File: src/core/cie_pkg.sv
// Shared constants and types of the instruction execute core
package cie_pkg;

  // Reset values
  localparam logic [11:0] PC_RESET   = 12'h000;
  localparam logic [7:0]  ACC_RESET  = 8'h00;
  localparam logic [7:0]  WREG_RESET = 8'h00;

  // Short-direct working registers X, Y, V, W at 80h..83h
  localparam logic [7:0]  WREG_BASE   = 8'h80;
  localparam int          WREG_COUNT  = 4;
  localparam int          STACK_DEPTH = 6;

  // Opcode low nibble per addressing class (odd nibbles; even low bit means short branch)
  localparam logic [3:0]  NIB_CALL = 4'h1;
  localparam logic [3:0]  NIB_BTST = 4'h3;
  localparam logic [3:0]  NIB_SDIR = 4'h5;
  localparam logic [3:0]  NIB_IND  = 4'h7;
  localparam logic [3:0]  NIB_JUMP = 4'h9;
  localparam logic [3:0]  NIB_BSET = 4'hb;
  localparam logic [3:0]  NIB_IMM  = 4'hd;
  localparam logic [3:0]  NIB_DIR  = 4'hf;

  // Field positions
  localparam int          POS_PTR_SEL = 4;
  localparam int          POS_POLAR   = 4;
  localparam int          POS_BR_DIR  = 3;

  // Short branch tests, opcode bits 2:1
  localparam logic [1:0]  BR_NZ = 2'h0;
  localparam logic [1:0]  BR_NC = 2'h1;
  localparam logic [1:0]  BR_Z  = 2'h2;
  localparam logic [1:0]  BR_C  = 2'h3;

  // Operation field, opcode bits 7:5, for indirect, direct and immediate classes
  localparam logic [2:0]  ALU_LD  = 3'h0;
  localparam logic [2:0]  ALU_CP  = 3'h1;
  localparam logic [2:0]  ALU_ADD = 3'h2;
  localparam logic [2:0]  ALU_INC = 3'h3;
  localparam logic [2:0]  ALU_ST  = 3'h4;
  localparam logic [2:0]  ALU_AND = 3'h5;
  localparam logic [2:0]  ALU_SUB = 3'h6;
  localparam logic [2:0]  ALU_DEC = 3'h7;

  // Short-direct sub-operation, opcode bits 5:4; register in bits 7:6
  localparam logic [1:0]  SD_INC = 2'h0;
  localparam logic [1:0]  SD_LDA = 2'h1;
  localparam logic [1:0]  SD_DEC = 2'h2;
  localparam logic [1:0]  SD_LDR = 2'h3;

  // Inherent operations, opcode bits 7:5 with bit 4 set
  localparam logic [2:0]  INH_NOP  = 3'h0;
  localparam logic [2:0]  INH_RET  = 3'h1;
  localparam logic [2:0]  INH_IRET = 3'h2;
  localparam logic [2:0]  INH_STOP = 3'h3;
  localparam logic [2:0]  INH_WAIT = 3'h4;
  localparam logic [2:0]  INH_CPL  = 3'h5;
  localparam logic [2:0]  INH_ROL  = 3'h6;
  localparam logic [2:0]  INH_SHL  = 3'h7;

  // Cycle counts and lengths
  localparam logic [2:0]  CYC_SHORT = 3'd2;
  localparam logic [2:0]  CYC_STD   = 3'd4;
  localparam logic [2:0]  CYC_BTST  = 3'd5;
  localparam logic [2:0]  CYC_READ  = 3'd2;
  localparam logic [1:0]  LEN_ONE   = 2'd1;
  localparam logic [1:0]  LEN_TWO   = 2'd2;
  localparam logic [1:0]  LEN_THREE = 2'd3;

  typedef enum logic [3:0] {
    CLS_SBR, CLS_CALL, CLS_JUMP, CLS_BTST, CLS_BSET, CLS_SDIR, CLS_IND, CLS_DIR, CLS_IMM, CLS_INH
  } cie_cls_t;

  typedef enum logic {
    ST_FETCH, ST_WORK
  } cie_state_t;

endpackage : cie_pkg

File: src/core/cie_dmem_if.sv
// Data space port between the core and its data memory
`timescale 1ns/1ps
interface cie_dmem_if;
  logic [7:0] addr;
  logic       rdEn;
  logic       wrEn;
  logic [7:0] wrData;
  logic [7:0] rdData;

  modport core (output addr, output rdEn, output wrEn, output wrData, input rdData);
  modport mem  (input addr, input rdEn, input wrEn, input wrData, output rdData);
endinterface : cie_dmem_if

File: src/core/cie_core.sv
// Instruction decode and execute core of the 8-bit controller
`timescale 1ns/1ps
module cie_core
  import cie_pkg::*;
(
  // Clock and reset
  input  wire logic        core_clk,
  input  wire logic        arst_n,
  // Program space
  output logic [11:0]      progAddr,
  input  wire logic [7:0]  progData,
  // Option
  input  wire logic        watchdogSel,
  // Status
  output logic [7:0]       accOut,
  output logic             zeroFlag,
  output logic             carryFlag,
  output logic             haltReq,
  output logic             waitReq,
  output logic             instDone
);

  function automatic cie_cls_t decodeOp(input logic [7:0] op);
    cie_cls_t c;
    unique case (op[3:0])
      NIB_CALL: c = CLS_CALL;
      NIB_JUMP: c = CLS_JUMP;
      NIB_BTST: c = CLS_BTST;
      NIB_BSET: c = CLS_BSET;
      NIB_SDIR: c = CLS_SDIR;
      NIB_IND:  c = CLS_IND;
      NIB_DIR:  c = CLS_DIR;
      NIB_IMM:  c = op[POS_POLAR] ? CLS_INH : CLS_IMM;
      default:  c = CLS_SBR;
    endcase
    return c;
  endfunction : decodeOp

  cie_dmem_if dmem ();

  cie_data_ram u_ram (
    .core_clk (core_clk),
    .arst_n   (arst_n),
    .mem      (dmem.mem)
  );

  cie_state_t  state_r,    state_nxt;
  logic [2:0]  cyc_r,      cyc_nxt;
  logic [7:0]  op_r,       op_nxt;
  logic [7:0]  b1_r,       b1_nxt;
  logic [7:0]  b2_r,       b2_nxt;
  logic [11:0] pc_r,       pc_nxt;
  logic [11:0] instAddr_r, instAddr_nxt;
  logic [7:0]  addr_r,     addr_nxt;
  logic [7:0]  acc_r,      acc_nxt;
  logic        zero_r,     zero_nxt;
  logic        carry_r,    carry_nxt;
  logic        shZero_r,   shZero_nxt;
  logic        shCarry_r,  shCarry_nxt;
  logic        haltReq_r,  haltReq_nxt;
  logic        waitReq_r,  waitReq_nxt;
  logic [7:0]  wreg_r     [WREG_COUNT];
  logic [7:0]  wreg_nxt   [WREG_COUNT];
  logic [11:0] stack_r    [STACK_DEPTH];
  logic [11:0] stack_nxt  [STACK_DEPTH];

  cie_cls_t    cls;
  logic [2:0]  lastCyc;
  logic [1:0]  instLen;
  logic        commit;
  logic [7:0]  effAddr;
  logic        isWreg;
  logic [7:0]  operand;
  logic [7:0]  opnd;
  logic [8:0]  sum9;
  logic [8:0]  diff9;
  logic [2:0]  bitSel;
  logic        testBit;
  logic        memWr;
  logic [7:0]  wrVal;
  logic        brTake;
  logic [11:0] extTarget;

  assign cls       = decodeOp(op_r);
  assign commit    = (state_r == ST_WORK) && (cyc_r == lastCyc);
  assign bitSel    = {op_r[5], op_r[6], op_r[7]};
  assign isWreg    = (addr_r[7:2] == WREG_BASE[7:2]);
  assign operand   = isWreg ? wreg_r[addr_r[1:0]] : dmem.rdData;
  assign opnd      = (cls == CLS_IMM) ? b1_r : operand;
  assign sum9      = {1'b0, acc_r} + {1'b0, opnd};
  assign diff9     = {1'b0, acc_r} - {1'b0, opnd};
  assign testBit   = operand[bitSel];
  assign extTarget = {op_r[7:4], b1_r};

  // Length and cycle count per class
  always_comb
  begin
    instLen = LEN_TWO;
    lastCyc = CYC_STD - 3'd1;
    unique case (cls)
      CLS_SBR:  begin instLen = LEN_ONE;   lastCyc = CYC_SHORT - 3'd1; end
      CLS_BTST: begin instLen = LEN_THREE; lastCyc = CYC_BTST - 3'd1;  end
      CLS_SDIR, CLS_IND: instLen = LEN_ONE;
      CLS_INH:
      begin
        instLen = LEN_ONE;
        if (op_r[7:5] < INH_CPL)
          lastCyc = CYC_SHORT - 3'd1;
      end
      default:  instLen = LEN_TWO;
    endcase
  end

  // Operand address: pointer, short-direct register, or address byte
  always_comb
  begin
    unique case (cls)
      CLS_IND:  effAddr = wreg_r[{1'b0, op_r[POS_PTR_SEL]}];
      CLS_SDIR: effAddr = WREG_BASE + {6'h00, op_r[7:6]};
      default:  effAddr = b1_r;
    endcase
  end

  // Short branch condition
  always_comb
  begin
    unique case (op_r[2:1])
      BR_NZ: brTake = !zero_r;
      BR_NC: brTake = !carry_r;
      BR_Z:  brTake = zero_r;
      BR_C:  brTake = carry_r;
    endcase
  end

  assign dmem.addr   = (state_r == ST_WORK && cyc_r == CYC_READ) ? effAddr : addr_r;
  assign dmem.rdEn   = (state_r == ST_WORK) && (cyc_r == CYC_READ);
  assign dmem.wrEn   = commit && memWr;
  assign dmem.wrData = wrVal;

  // Sequencer and execution
  always_comb
  begin
    state_nxt = state_r;   cyc_nxt = cyc_r;     op_nxt = op_r;
    b1_nxt = b1_r;         b2_nxt = b2_r;       pc_nxt = pc_r;
    instAddr_nxt = instAddr_r;                  addr_nxt = addr_r;
    acc_nxt = acc_r;       zero_nxt = zero_r;   carry_nxt = carry_r;
    shZero_nxt = shZero_r; shCarry_nxt = shCarry_r;
    haltReq_nxt = 1'b0;    waitReq_nxt = 1'b0;
    wreg_nxt = wreg_r;     stack_nxt = stack_r;
    memWr = 1'b0;          wrVal = acc_r;
    if (state_r == ST_FETCH)
    begin
      op_nxt       = progData;
      instAddr_nxt = pc_r;
      pc_nxt       = pc_r + 12'd1;
      cyc_nxt      = 3'd1;
      state_nxt    = ST_WORK;
    end
    else
    begin
      if (cyc_r < {1'b0, instLen})
      begin
        pc_nxt = pc_r + 12'd1;
        if (cyc_r == 3'd1)
          b1_nxt = progData;
        else
          b2_nxt = progData;
      end
      if (cyc_r == CYC_READ)
        addr_nxt = effAddr;
      cyc_nxt = cyc_r + 3'd1;
      if (commit)
      begin
        state_nxt = ST_FETCH;
        cyc_nxt   = 3'd0;
        unique case (cls)
          CLS_SBR:
            if (brTake)
            begin
              if (op_r[POS_BR_DIR])
                pc_nxt = instAddr_r - {8'h00, op_r[7:4]};
              else
                pc_nxt = instAddr_r + 12'd1 + {8'h00, op_r[7:4]};
            end
          CLS_CALL:
          begin
            for (int i = 1; i < STACK_DEPTH; i++)
              stack_nxt[i] = stack_r[i-1];
            stack_nxt[0] = pc_r;
            shZero_nxt   = zero_r;
            shCarry_nxt  = carry_r;
            pc_nxt       = extTarget;
          end
          CLS_JUMP: pc_nxt = extTarget;
          CLS_BTST:
          begin
            carry_nxt = testBit;
            if (testBit == op_r[POS_POLAR])
              pc_nxt = instAddr_r + 12'd2 + {{4{b2_r[7]}}, b2_r};
          end
          CLS_BSET:
          begin
            memWr = 1'b1;
            wrVal = operand;
            wrVal[bitSel] = op_r[POS_POLAR];
          end
          CLS_SDIR:
            unique case (op_r[5:4])
              SD_INC: begin memWr = 1'b1; wrVal = operand + 8'd1; zero_nxt = (wrVal == 8'h00); end
              SD_DEC: begin memWr = 1'b1; wrVal = operand - 8'd1; zero_nxt = (wrVal == 8'h00); end
              SD_LDA: begin acc_nxt = operand; zero_nxt = (operand == 8'h00); end
              SD_LDR: begin memWr = 1'b1; wrVal = acc_r; zero_nxt = (acc_r == 8'h00); end
            endcase
          CLS_INH:
            unique case (op_r[7:5])
              INH_NOP: ;
              INH_RET, INH_IRET:
              begin
                pc_nxt = stack_r[0];
                for (int i = 0; i < STACK_DEPTH - 1; i++)
                  stack_nxt[i] = stack_r[i+1];
                if (op_r[7:5] == INH_IRET)
                begin
                  zero_nxt  = shZero_r;
                  carry_nxt = shCarry_r;
                end
              end
              INH_STOP:
                if (watchdogSel)
                  waitReq_nxt = 1'b1;
                else
                  haltReq_nxt = 1'b1;
              INH_WAIT: waitReq_nxt = 1'b1;
              INH_CPL:  begin acc_nxt = ~acc_r; zero_nxt = (acc_r == 8'hff); carry_nxt = acc_r[7]; end
              INH_ROL:  begin {carry_nxt, acc_nxt} = {acc_r, carry_r}; zero_nxt = ({acc_r[6:0], carry_r} == 8'h00); end
              INH_SHL:  begin {carry_nxt, acc_nxt} = {acc_r, 1'b0}; zero_nxt = (acc_r[6:0] == 7'h00); end
            endcase
          default:
            unique case (op_r[7:5])
              ALU_LD:  begin acc_nxt = opnd; zero_nxt = (opnd == 8'h00); end
              ALU_CP:  begin zero_nxt = (diff9[7:0] == 8'h00); carry_nxt = diff9[8]; end
              ALU_ADD: begin acc_nxt = sum9[7:0]; zero_nxt = (sum9[7:0] == 8'h00); carry_nxt = sum9[8]; end
              ALU_SUB: begin acc_nxt = diff9[7:0]; zero_nxt = (diff9[7:0] == 8'h00); carry_nxt = diff9[8]; end
              ALU_AND: begin acc_nxt = acc_r & opnd; zero_nxt = ((acc_r & opnd) == 8'h00); carry_nxt = 1'b0; end
              ALU_INC:
                if (cls == CLS_IMM)
                begin
                  memWr = 1'b1;
                  wrVal = 8'h00;
                end
                else
                begin
                  memWr = 1'b1; wrVal = operand + 8'd1; zero_nxt = (wrVal == 8'h00);
                end
              ALU_DEC:
                if (cls == CLS_IMM)
                begin
                  acc_nxt = 8'h00; zero_nxt = 1'b1; carry_nxt = 1'b0;
                end
                else
                begin
                  memWr = 1'b1; wrVal = operand - 8'd1; zero_nxt = (wrVal == 8'h00);
                end
              ALU_ST:
                if (cls != CLS_IMM)
                begin
                  memWr = 1'b1; wrVal = acc_r; zero_nxt = (acc_r == 8'h00);
                end
            endcase
        endcase
        if (memWr && isWreg)
          wreg_nxt[addr_r[1:0]] = wrVal;
      end
    end
  end

  always_ff @(posedge core_clk or negedge arst_n)
  begin
    if (!arst_n)
    begin
      state_r <= ST_FETCH;    cyc_r <= 3'd0;       op_r <= ACC_RESET;
      b1_r <= ACC_RESET;      b2_r <= ACC_RESET;   pc_r <= PC_RESET;
      instAddr_r <= PC_RESET; addr_r <= ACC_RESET; acc_r <= ACC_RESET;
      zero_r <= 1'b0;         carry_r <= 1'b0;     shZero_r <= 1'b0;
      shCarry_r <= 1'b0;      haltReq_r <= 1'b0;   waitReq_r <= 1'b0;
      for (int i = 0; i < WREG_COUNT; i++)
        wreg_r[i] <= WREG_RESET;
      for (int i = 0; i < STACK_DEPTH; i++)
        stack_r[i] <= PC_RESET;
    end
    else
    begin
      state_r <= state_nxt;       cyc_r <= cyc_nxt;       op_r <= op_nxt;
      b1_r <= b1_nxt;             b2_r <= b2_nxt;         pc_r <= pc_nxt;
      instAddr_r <= instAddr_nxt; addr_r <= addr_nxt;     acc_r <= acc_nxt;
      zero_r <= zero_nxt;         carry_r <= carry_nxt;   shZero_r <= shZero_nxt;
      shCarry_r <= shCarry_nxt;   haltReq_r <= haltReq_nxt; waitReq_r <= waitReq_nxt;
      wreg_r <= wreg_nxt;         stack_r <= stack_nxt;
    end
  end

  assign progAddr  = pc_r;
  assign accOut    = acc_r;
  assign zeroFlag  = zero_r;
  assign carryFlag = carry_r;
  assign haltReq   = haltReq_r;
  assign waitReq   = waitReq_r;
  assign instDone  = commit;

  logic     inFetch;
  cie_cls_t fetchCls;
  assign inFetch  = (state_r == ST_FETCH) && arst_n;  // Release edge fetches nothing
  assign fetchCls = decodeOp(progData);
endmodule : cie_core

File: src/core/cie_data_ram.sv
// 256-byte data space memory with registered read data
`timescale 1ns/1ps
module cie_data_ram
  import cie_pkg::*;
(
  // Clock and reset
  input  wire logic core_clk,
  input  wire logic arst_n,
  // Memory port
  cie_dmem_if.mem   mem
);

  logic [7:0] store [256];
  logic [7:0] rdData_r;
  logic [7:0] rdData_nxt;

  always_comb
  begin
    rdData_nxt = mem.rdEn ? store[mem.addr] : rdData_r;
  end

  always_ff @(posedge core_clk or negedge arst_n)
  begin
    if (!arst_n)
      rdData_r <= ACC_RESET;
    else
      rdData_r <= rdData_nxt;
  end

  always_ff @(posedge core_clk)
  begin
    if (mem.wrEn)
      store[mem.addr] <= mem.wrData;
  end

  assign mem.rdData = rdData_r;

endmodule : cie_data_ram

File: config.mk
export PLATFORM = sky130hd
export DESIGN_NAME = cie_core
export DESIGN_NICKNAME = d
export VERILOG_FILES = /design/src/core/cie_pkg.sv /design/src/core/cie_dmem_if.sv /design/src/core/cie_core.sv /design/src/core/cie_data_ram.sv
export SDC_FILE = /design/constraint.sdc
export NUM_CORES = 2
export LEC_CHECK = 0
export ABC_AREA = 1
export BUFFER_PORTS_ARGS = -buffer_cell sky130_fd_sc_hd__buf_4
export CORE_MARGIN = 2
export CORE_UTILIZATION = 35
export CTS_BUF_LIST = sky130_fd_sc_hd__clkbuf_8
export CTS_CLUSTER_SIZE = 16
export DETAILED_ROUTE_END_ITERATION = 8
export GPL_ROUTABILITY_DRIVEN = 0
export PLACE_DENSITY = 0.45
export SETUP_SLACK_MARGIN = 0.2
export SYNTH_ARGS = -nofsm -noshare
export SYNTH_HDL_FRONTEND = slang
export SYNTH_SLANG_ARGS = --single-unit
File: constraint.sdc
create_clock -name core_clk -period 45.3 [get_ports core_clk]
set_clock_uncertainty 0.1 [all_clocks]
set_input_delay 4.53 -clock core_clk [delete_from_list [all_inputs] [get_ports core_clk]]
set_output_delay 4.53 -clock core_clk [all_outputs]
set_load 0.01 [all_outputs]
After elaboration in Yosys (flattened, before gate mapping)
Memory sizes are Yosys's and may differ from the RTL's. A register that Yosys moved wholly into a read port is not among the register bits. Cells that the tools add are included.

Register bits: 178. Latch bits: 0. Memory bits (writable): 2048. ROM bits: 0. Input port bits: 11. Output and inout bits: 25. Logic and storage cells: 228. Memories kept: 1.

Memory list: u_ram.store (words 256, bits a word 8, read ports 1, clocked after Yosys merged registers in 1, wr ports 1, RTL line cie_data_ram.sv:13) `logic [7:0] store [256];`.

Add/subtract/negate cells: 12. Multipliers: 0. Divide/modulo/power cells: 0. Magnitude comparators: 7. Equal/unequal tests: 46. Shifts and indexed selects: 0. Mux-type cells: 86. Bitwise logic cells: 7. Reduce and logical (&&, ||, !) cells: 44.

Operators with widths (count): $mux 8 (16); $pmux 60 s2 (1); $mux 12 (7); $logic_not 8->1 (9); $pmux 8 s3 (3); $mux 60 (1); $pmux 12 s4 (1); $pmux 8 s2 (3); $pmux 8 s5 (1); $bmux 8 s2 (2); $bwmux 32 (1); $pmux 4 s8 (1); $mux 1 (29); $add 12x1->12 const B (2); $eq 4x4->1 const B (6); $reduce_and 7->1 (3); $eq 4x3->1 const B (5); $demux 8 s2 (1); $ne 4x4->1 const B (4); $pmux 1 s4 (4); $reduce_or 5->1 (3); $add 12x12->12 (1); $add 12x2->12 const B (1); $add 12x4->12 (1); 59 further kinds (96).

Depth between registers and ports, before layout
Depth after elaboration: 13. Gate-level depth with buffers: 28. Depth with buffers taken out: 27.

Modules after synthesis
Synthesis repeated with hierarchy kept, for this count alone.

Cells, all modules: 9486. Area, all modules: 96981.8 µm².

By module, submodules not included: cie_data_ram (instances 1, cells an instance 7570, area each 83776.6 µm², sequential area each 61699.2 µm²); cie_core (instances 1, cells an instance 1916, area each 13205.2 µm², sequential area each 4454.3 µm²).

Worst setup path before layout
Ideal clock, no wire load.

Path type: register -> register. From: reg addr_r[4]. To: mem u_ram.store[0][2], data pin. Setup time: 2.189 ns. Arrival time: 12.104 ns. Data required time: 43.011 ns. Slack: 30.907 ns. Stages on the path, launching flop included: 15. Path buffers: 1. Clock period less this slack: 14.393 ns. Path through: dfrtp_1 > or2_1 > nor3_2 > buf_2 > nand3_1 > nand2_1 > inv_1 > ha_1 > xor2_1 > nor2_1 > nor2_1 > nor2_1 > o21ai_0 > a221oi_1 > o21ai_0.

Longest elaborated chain between the ends: 10. Elaborated cells on any way between the ends: 14. Those cells by class: 2 x add/sub; 1 x eq/ne; 11 x mux.

RTL lines: start, declared (RTL line cie_core.sv:54) `logic [7:0] addr_r, addr_nxt;`; start signal, assigned (RTL line cie_core.sv:295) `instAddr_r <= instAddr_nxt; addr_r <= addr_nxt; acc_r <= acc_nxt;`; $eq 6x6->1 (*) (RTL line cie_core.sv:87) `assign isWreg = (addr_r[7:2] == WREG_BASE[7:2]);`; $mux 8 (*) (RTL line cie_core.sv:88) `assign operand = isWreg ? wreg_r[addr_r[1:0]] : dmem.rdData;`; $sub 8x1->8 or $add 8x1->8 (tied branches); $mux 8, on equally long branches (RTL line cie_core.sv:256, cie_core.sv:246); $pmux 8 s2 (RTL line cie_core.sv:239) `unique case (op_r[7:5])`; $pmux 8 s3 (*) (RTL line cie_core.sv:176) `unique case (cls)`; $mux 8 (*) (RTL line cie_core.sv:172) `if (commit)`; $mux 8 (*) (RTL line cie_core.sv:151) `if (state_r == ST_FETCH)`; $mux 8 (*) (RTL line cie_core.sv:172); $mux 8 (*) (RTL line cie_core.sv:151); named net dmem.wrData[2] (RTL line cie_dmem_if.sv:7) `logic [7:0] wrData;`; end, declared (RTL line cie_data_ram.sv:13).

The timed path passes the listed nets; every way through them passes the cells marked *. The select of a mux whose other input is x is not followed.

Worst setup path after layout
From: reg op_r[3]. To: out instDone.

Longest elaborated chain between the ends: 6. Elaborated cells on any way between the ends: 15. Those cells by class: 11 x eq/ne; 2 x mux; 2 x reduce/logical.

RTL lines: start, declared (RTL line cie_core.sv:49) `logic [7:0] op_r, op_nxt;`; start signal, assigned (RTL line cie_core.sv:293) `state_r <= state_nxt; cyc_r <= cyc_nxt; op_r <= op_nxt;`; $eq 4x4->1 (tied with other cells) (RTL line cie_core.sv:25) `unique case (op[3:0])`; $pmux 4 s8 (*) (RTL line cie_core.sv:25); $eq 4x4->1 (tied with other cells) (RTL line cie_core.sv:100) `unique case (cls)`; $pmux 3 s3 (*) (RTL line cie_core.sv:100); $eq 3x3->1 (*) (RTL line cie_core.sv:85) `assign commit = (state_r == ST_WORK) && (cyc_r == lastCyc);`; $logic_and 1x1->1 (*) (RTL line cie_core.sv:85); end, declared (RTL line cie_core.sv:20) `output logic instDone`.

Every way passes the cells marked *; elsewhere a longest branch is shown, timed or not.

==> reports/summary.txt <==
Status: finished with violations
Hold Buf Count CTS: 0
Share of layout cells above drive strength 1: 0.0681
PortBufs: 35
Crit path kind: reg -> out
Die area: 291000 um2
WL per Instance: 22.6 um
Reg2Reg Depth: 21
Row Count: 196
Commonest cells in the netlist: nand2_1, edfxtp_1, nand3_1, nor2_1, clkbuf_1
Max-slew violation count: 0
Post-route cell area: 111000 um2
Fillers: 28319
Grt ovf: 0
Routed vias: 73260
Post-CTS Setup Inserts: 0
GRT busiest layer: met2
Final wirelength: 324 mm
Top cells by area, synth: edfxtp_1, nand2_1, nand3_1
Setup TNS Final: 0 ns
Failing checks: design-rule violations
Global-route met3 utilization: 0.0372
Largest net degree at the start of global routing: 174
Crit start category: register
Worst slew pin tran: 1.22 ns
Critical Path AT: 4.34 ns
Cell Area, Placed: 104000 um2
Hold WC Path Type: reg -> reg
RSZ-0062 raised after global routing: no
H-tree depth: 5
Critical Path Start: op_r[3]
Post-DP HPWL: 180 mm
Leakage power: 45.2 nW
Ports: 36
Count leader, synth: nand2_1
Post-layout minimum cycle time: 8.97 ns
Chip Width: 540 um
Antenna violations before repair: 8
Vias in the first global route: 71475
Seq cells post-synth: 2234
Gate Count Post-Synth: 10293
Clock-pin slew on the worst setup and hold paths: 0.06 ns
Global-route wire length before repair: 478 mm
Post-route clock period utilization: 0.198
GR Util All Layers: 0.217
Routed vias/inst: 5.11
Cell taking the most area after synthesis: edfxtp_1
Resize count post-CTS: 0
Synth warnings: 0
R2r startpoint: state_r
Met2 Track Usage GR: 0.343
DR iter-0 viols: 6184
Clock root buffer: clkbuf_8
Setup crit end kind: output port
Post-route DRC violation count: 2
Crit path capture: instDone
CTS tree: built
Post-Syn Area: 100000 um2
Synthesis-to-layout area growth: 10.8%
EDFF count, synth: 2048
Starting Density: 0.352
Layout net count: 10311
Final hold violations: 0
Mean Syn Cell Area: 9.76 um2
Grt met1 use: 0.304
Die Span Y: 540 um
Final-report setup violation count: 0
Worst reg2reg path endpoint: u_ram.mem.rdData[2]
Share of the synthesized area in the top cell type: 0.612
Post-synth ARST share: 0.0833
Max FO, Critical Path: 40
CTS Sinks: 2234
Synth unique cells: 48
Total power: 8.32 mW
Core area: 285000 um2
Mapped Nets: 10365
Worst skew pair latency: 1.09 ns
R2R Setup Slk: 38.33 ns
Worst EP required: 40.67 ns
Max Cap Viol: 0
Pre-antenna DRT Iters: 8
Rel. slew slack: 0.183
CTS Buffer Depth: 4
Seq/Total Area, Yosys: 0.659
CTS Buf Count: 403
Maximum clock frequency: 112 MHz
Pwr Density: 74.8 nW/um2
ANT nets after route: 0
Maximum VDD drop: 0.0861 mV
Most used DFF post-synth: edfxtp_1
state kept, by name (all words and copies together), names as in the netlist, 3 cells and up:
signal,flops
accOut,8
addr_r,8
b1_r,8
b2_r,8
cyc_r,3
instAddr_r,12
op_r,8
progAddr,12
stack_r,72
u_ram.mem.rdData,8
u_ram.store,2048
wreg_r,32
metrics by stage:
stage / hold slack [ns] / instances / util / setup slack [ns]
floorplan: 0.350 / 10293 / - / 30.91
global placement: 0.366 / 13595 / 0.365 / 37.45
detailed placement: 0.373 / 13595 / 0.365 / 37.42
CTS: 0.387 / 14327 / 0.390 / 36.21
global route: 0.410 / 14333 / 0.390 / 35.96
finish: 0.384 / 14335 / 0.390 / 36.33
logic make-up after synthesis:
logic type | share of synthesized area
compound gates | 0.0377
buf+inv | 0.0341
simple gates | 0.254
fa+ha+maj | 0.00797
flops | 0.659
mux | 0.00369
xor+xnor | 0.00331
worst max-delay path, cell delays in order (launching register included):
cell,delay (ns)
dfrtp_1,0.65
inv_2,0.22
nor3_2,0.43
nand2_4,0.10
inv_2,0.58
nand2_1,0.20
nand3_1,0.16
nand3_2,0.13
nor2_4,0.51
buf_4,0.26
cells in the final DEF (no fill, tap or decap), types with 18 or more instances in the layout:
| cell type | instances |
|---|---|
| ha_1 | 56 |
| nand2_2 | 19 |
| o211ai_1 | 38 |
| a21oi_1 | 239 |
| inv_2 | 22 |
| nand2_1 | 4438 |
| nand3_1 | 1114 |
| edfxtp_1 | 2048 |
| o21ai_0 | 279 |
| xor2_1 | 31 |
| clkbuf_8 | 414 |
| mux2i_1 | 37 |
| dfrtp_1 | 186 |
| nor3_1 | 18 |
| inv_1 | 329 |
| nor2_1 | 738 |
| clkinv_2 | 37 |
| o21ai_1 | 68 |
| buf_4 | 148 |
| clkinv_1 | 118 |
metal layers:
metal | up-vias | wire (um)
met5 | - | 0
met4 | 0 | 8830
met3 | 508 | 19700
met2 | 2107 | 149000
met1 | 36111 | 146000
li1 | 34534 | -
how the worst min path moves through the flow:
stage / startpoint / to / cells after the start
finish: stack_r[18] / stack_r[18] / 2
global route: wreg_r[8] / wreg_r[8] / 2
CTS: wreg_r[26] / wreg_r[26] / 2
detailed placement: wreg_r[26] / wreg_r[26] / 2
global placement: stack_r[9] / stack_r[9] / 2
floorplan: wreg_r[3] / wreg_r[3] / 2
power by group:
part	switching, mW	leakage (nW)	internal [mW]
clock	0.873	4.20	0.880
combinational	2.77	20.0	0.728
sequential	0.0730	21.1	3.00
total	3.72	45.2	4.61
cell type report:
| cell class | instances | area [um2] | share of cell area |
|---|---|---|---|
| inverter | 219 | 835 | 0.00750 |
| tap | 3762 | 4710 | 0.0423 |
| clock buffer | 413 | 5680 | 0.0511 |
| clock inverter | 319 | 1540 | 0.0139 |
| sequential | 2234 | 66200 | 0.594 |
| multi-input combinational | 7223 | 31100 | 0.279 |
| timing repair buffer | 158 | 1310 | 0.0117 |
| antenna | 7 | 17.5 | 0.000157 |
Power figures use the tool's default switching activity.
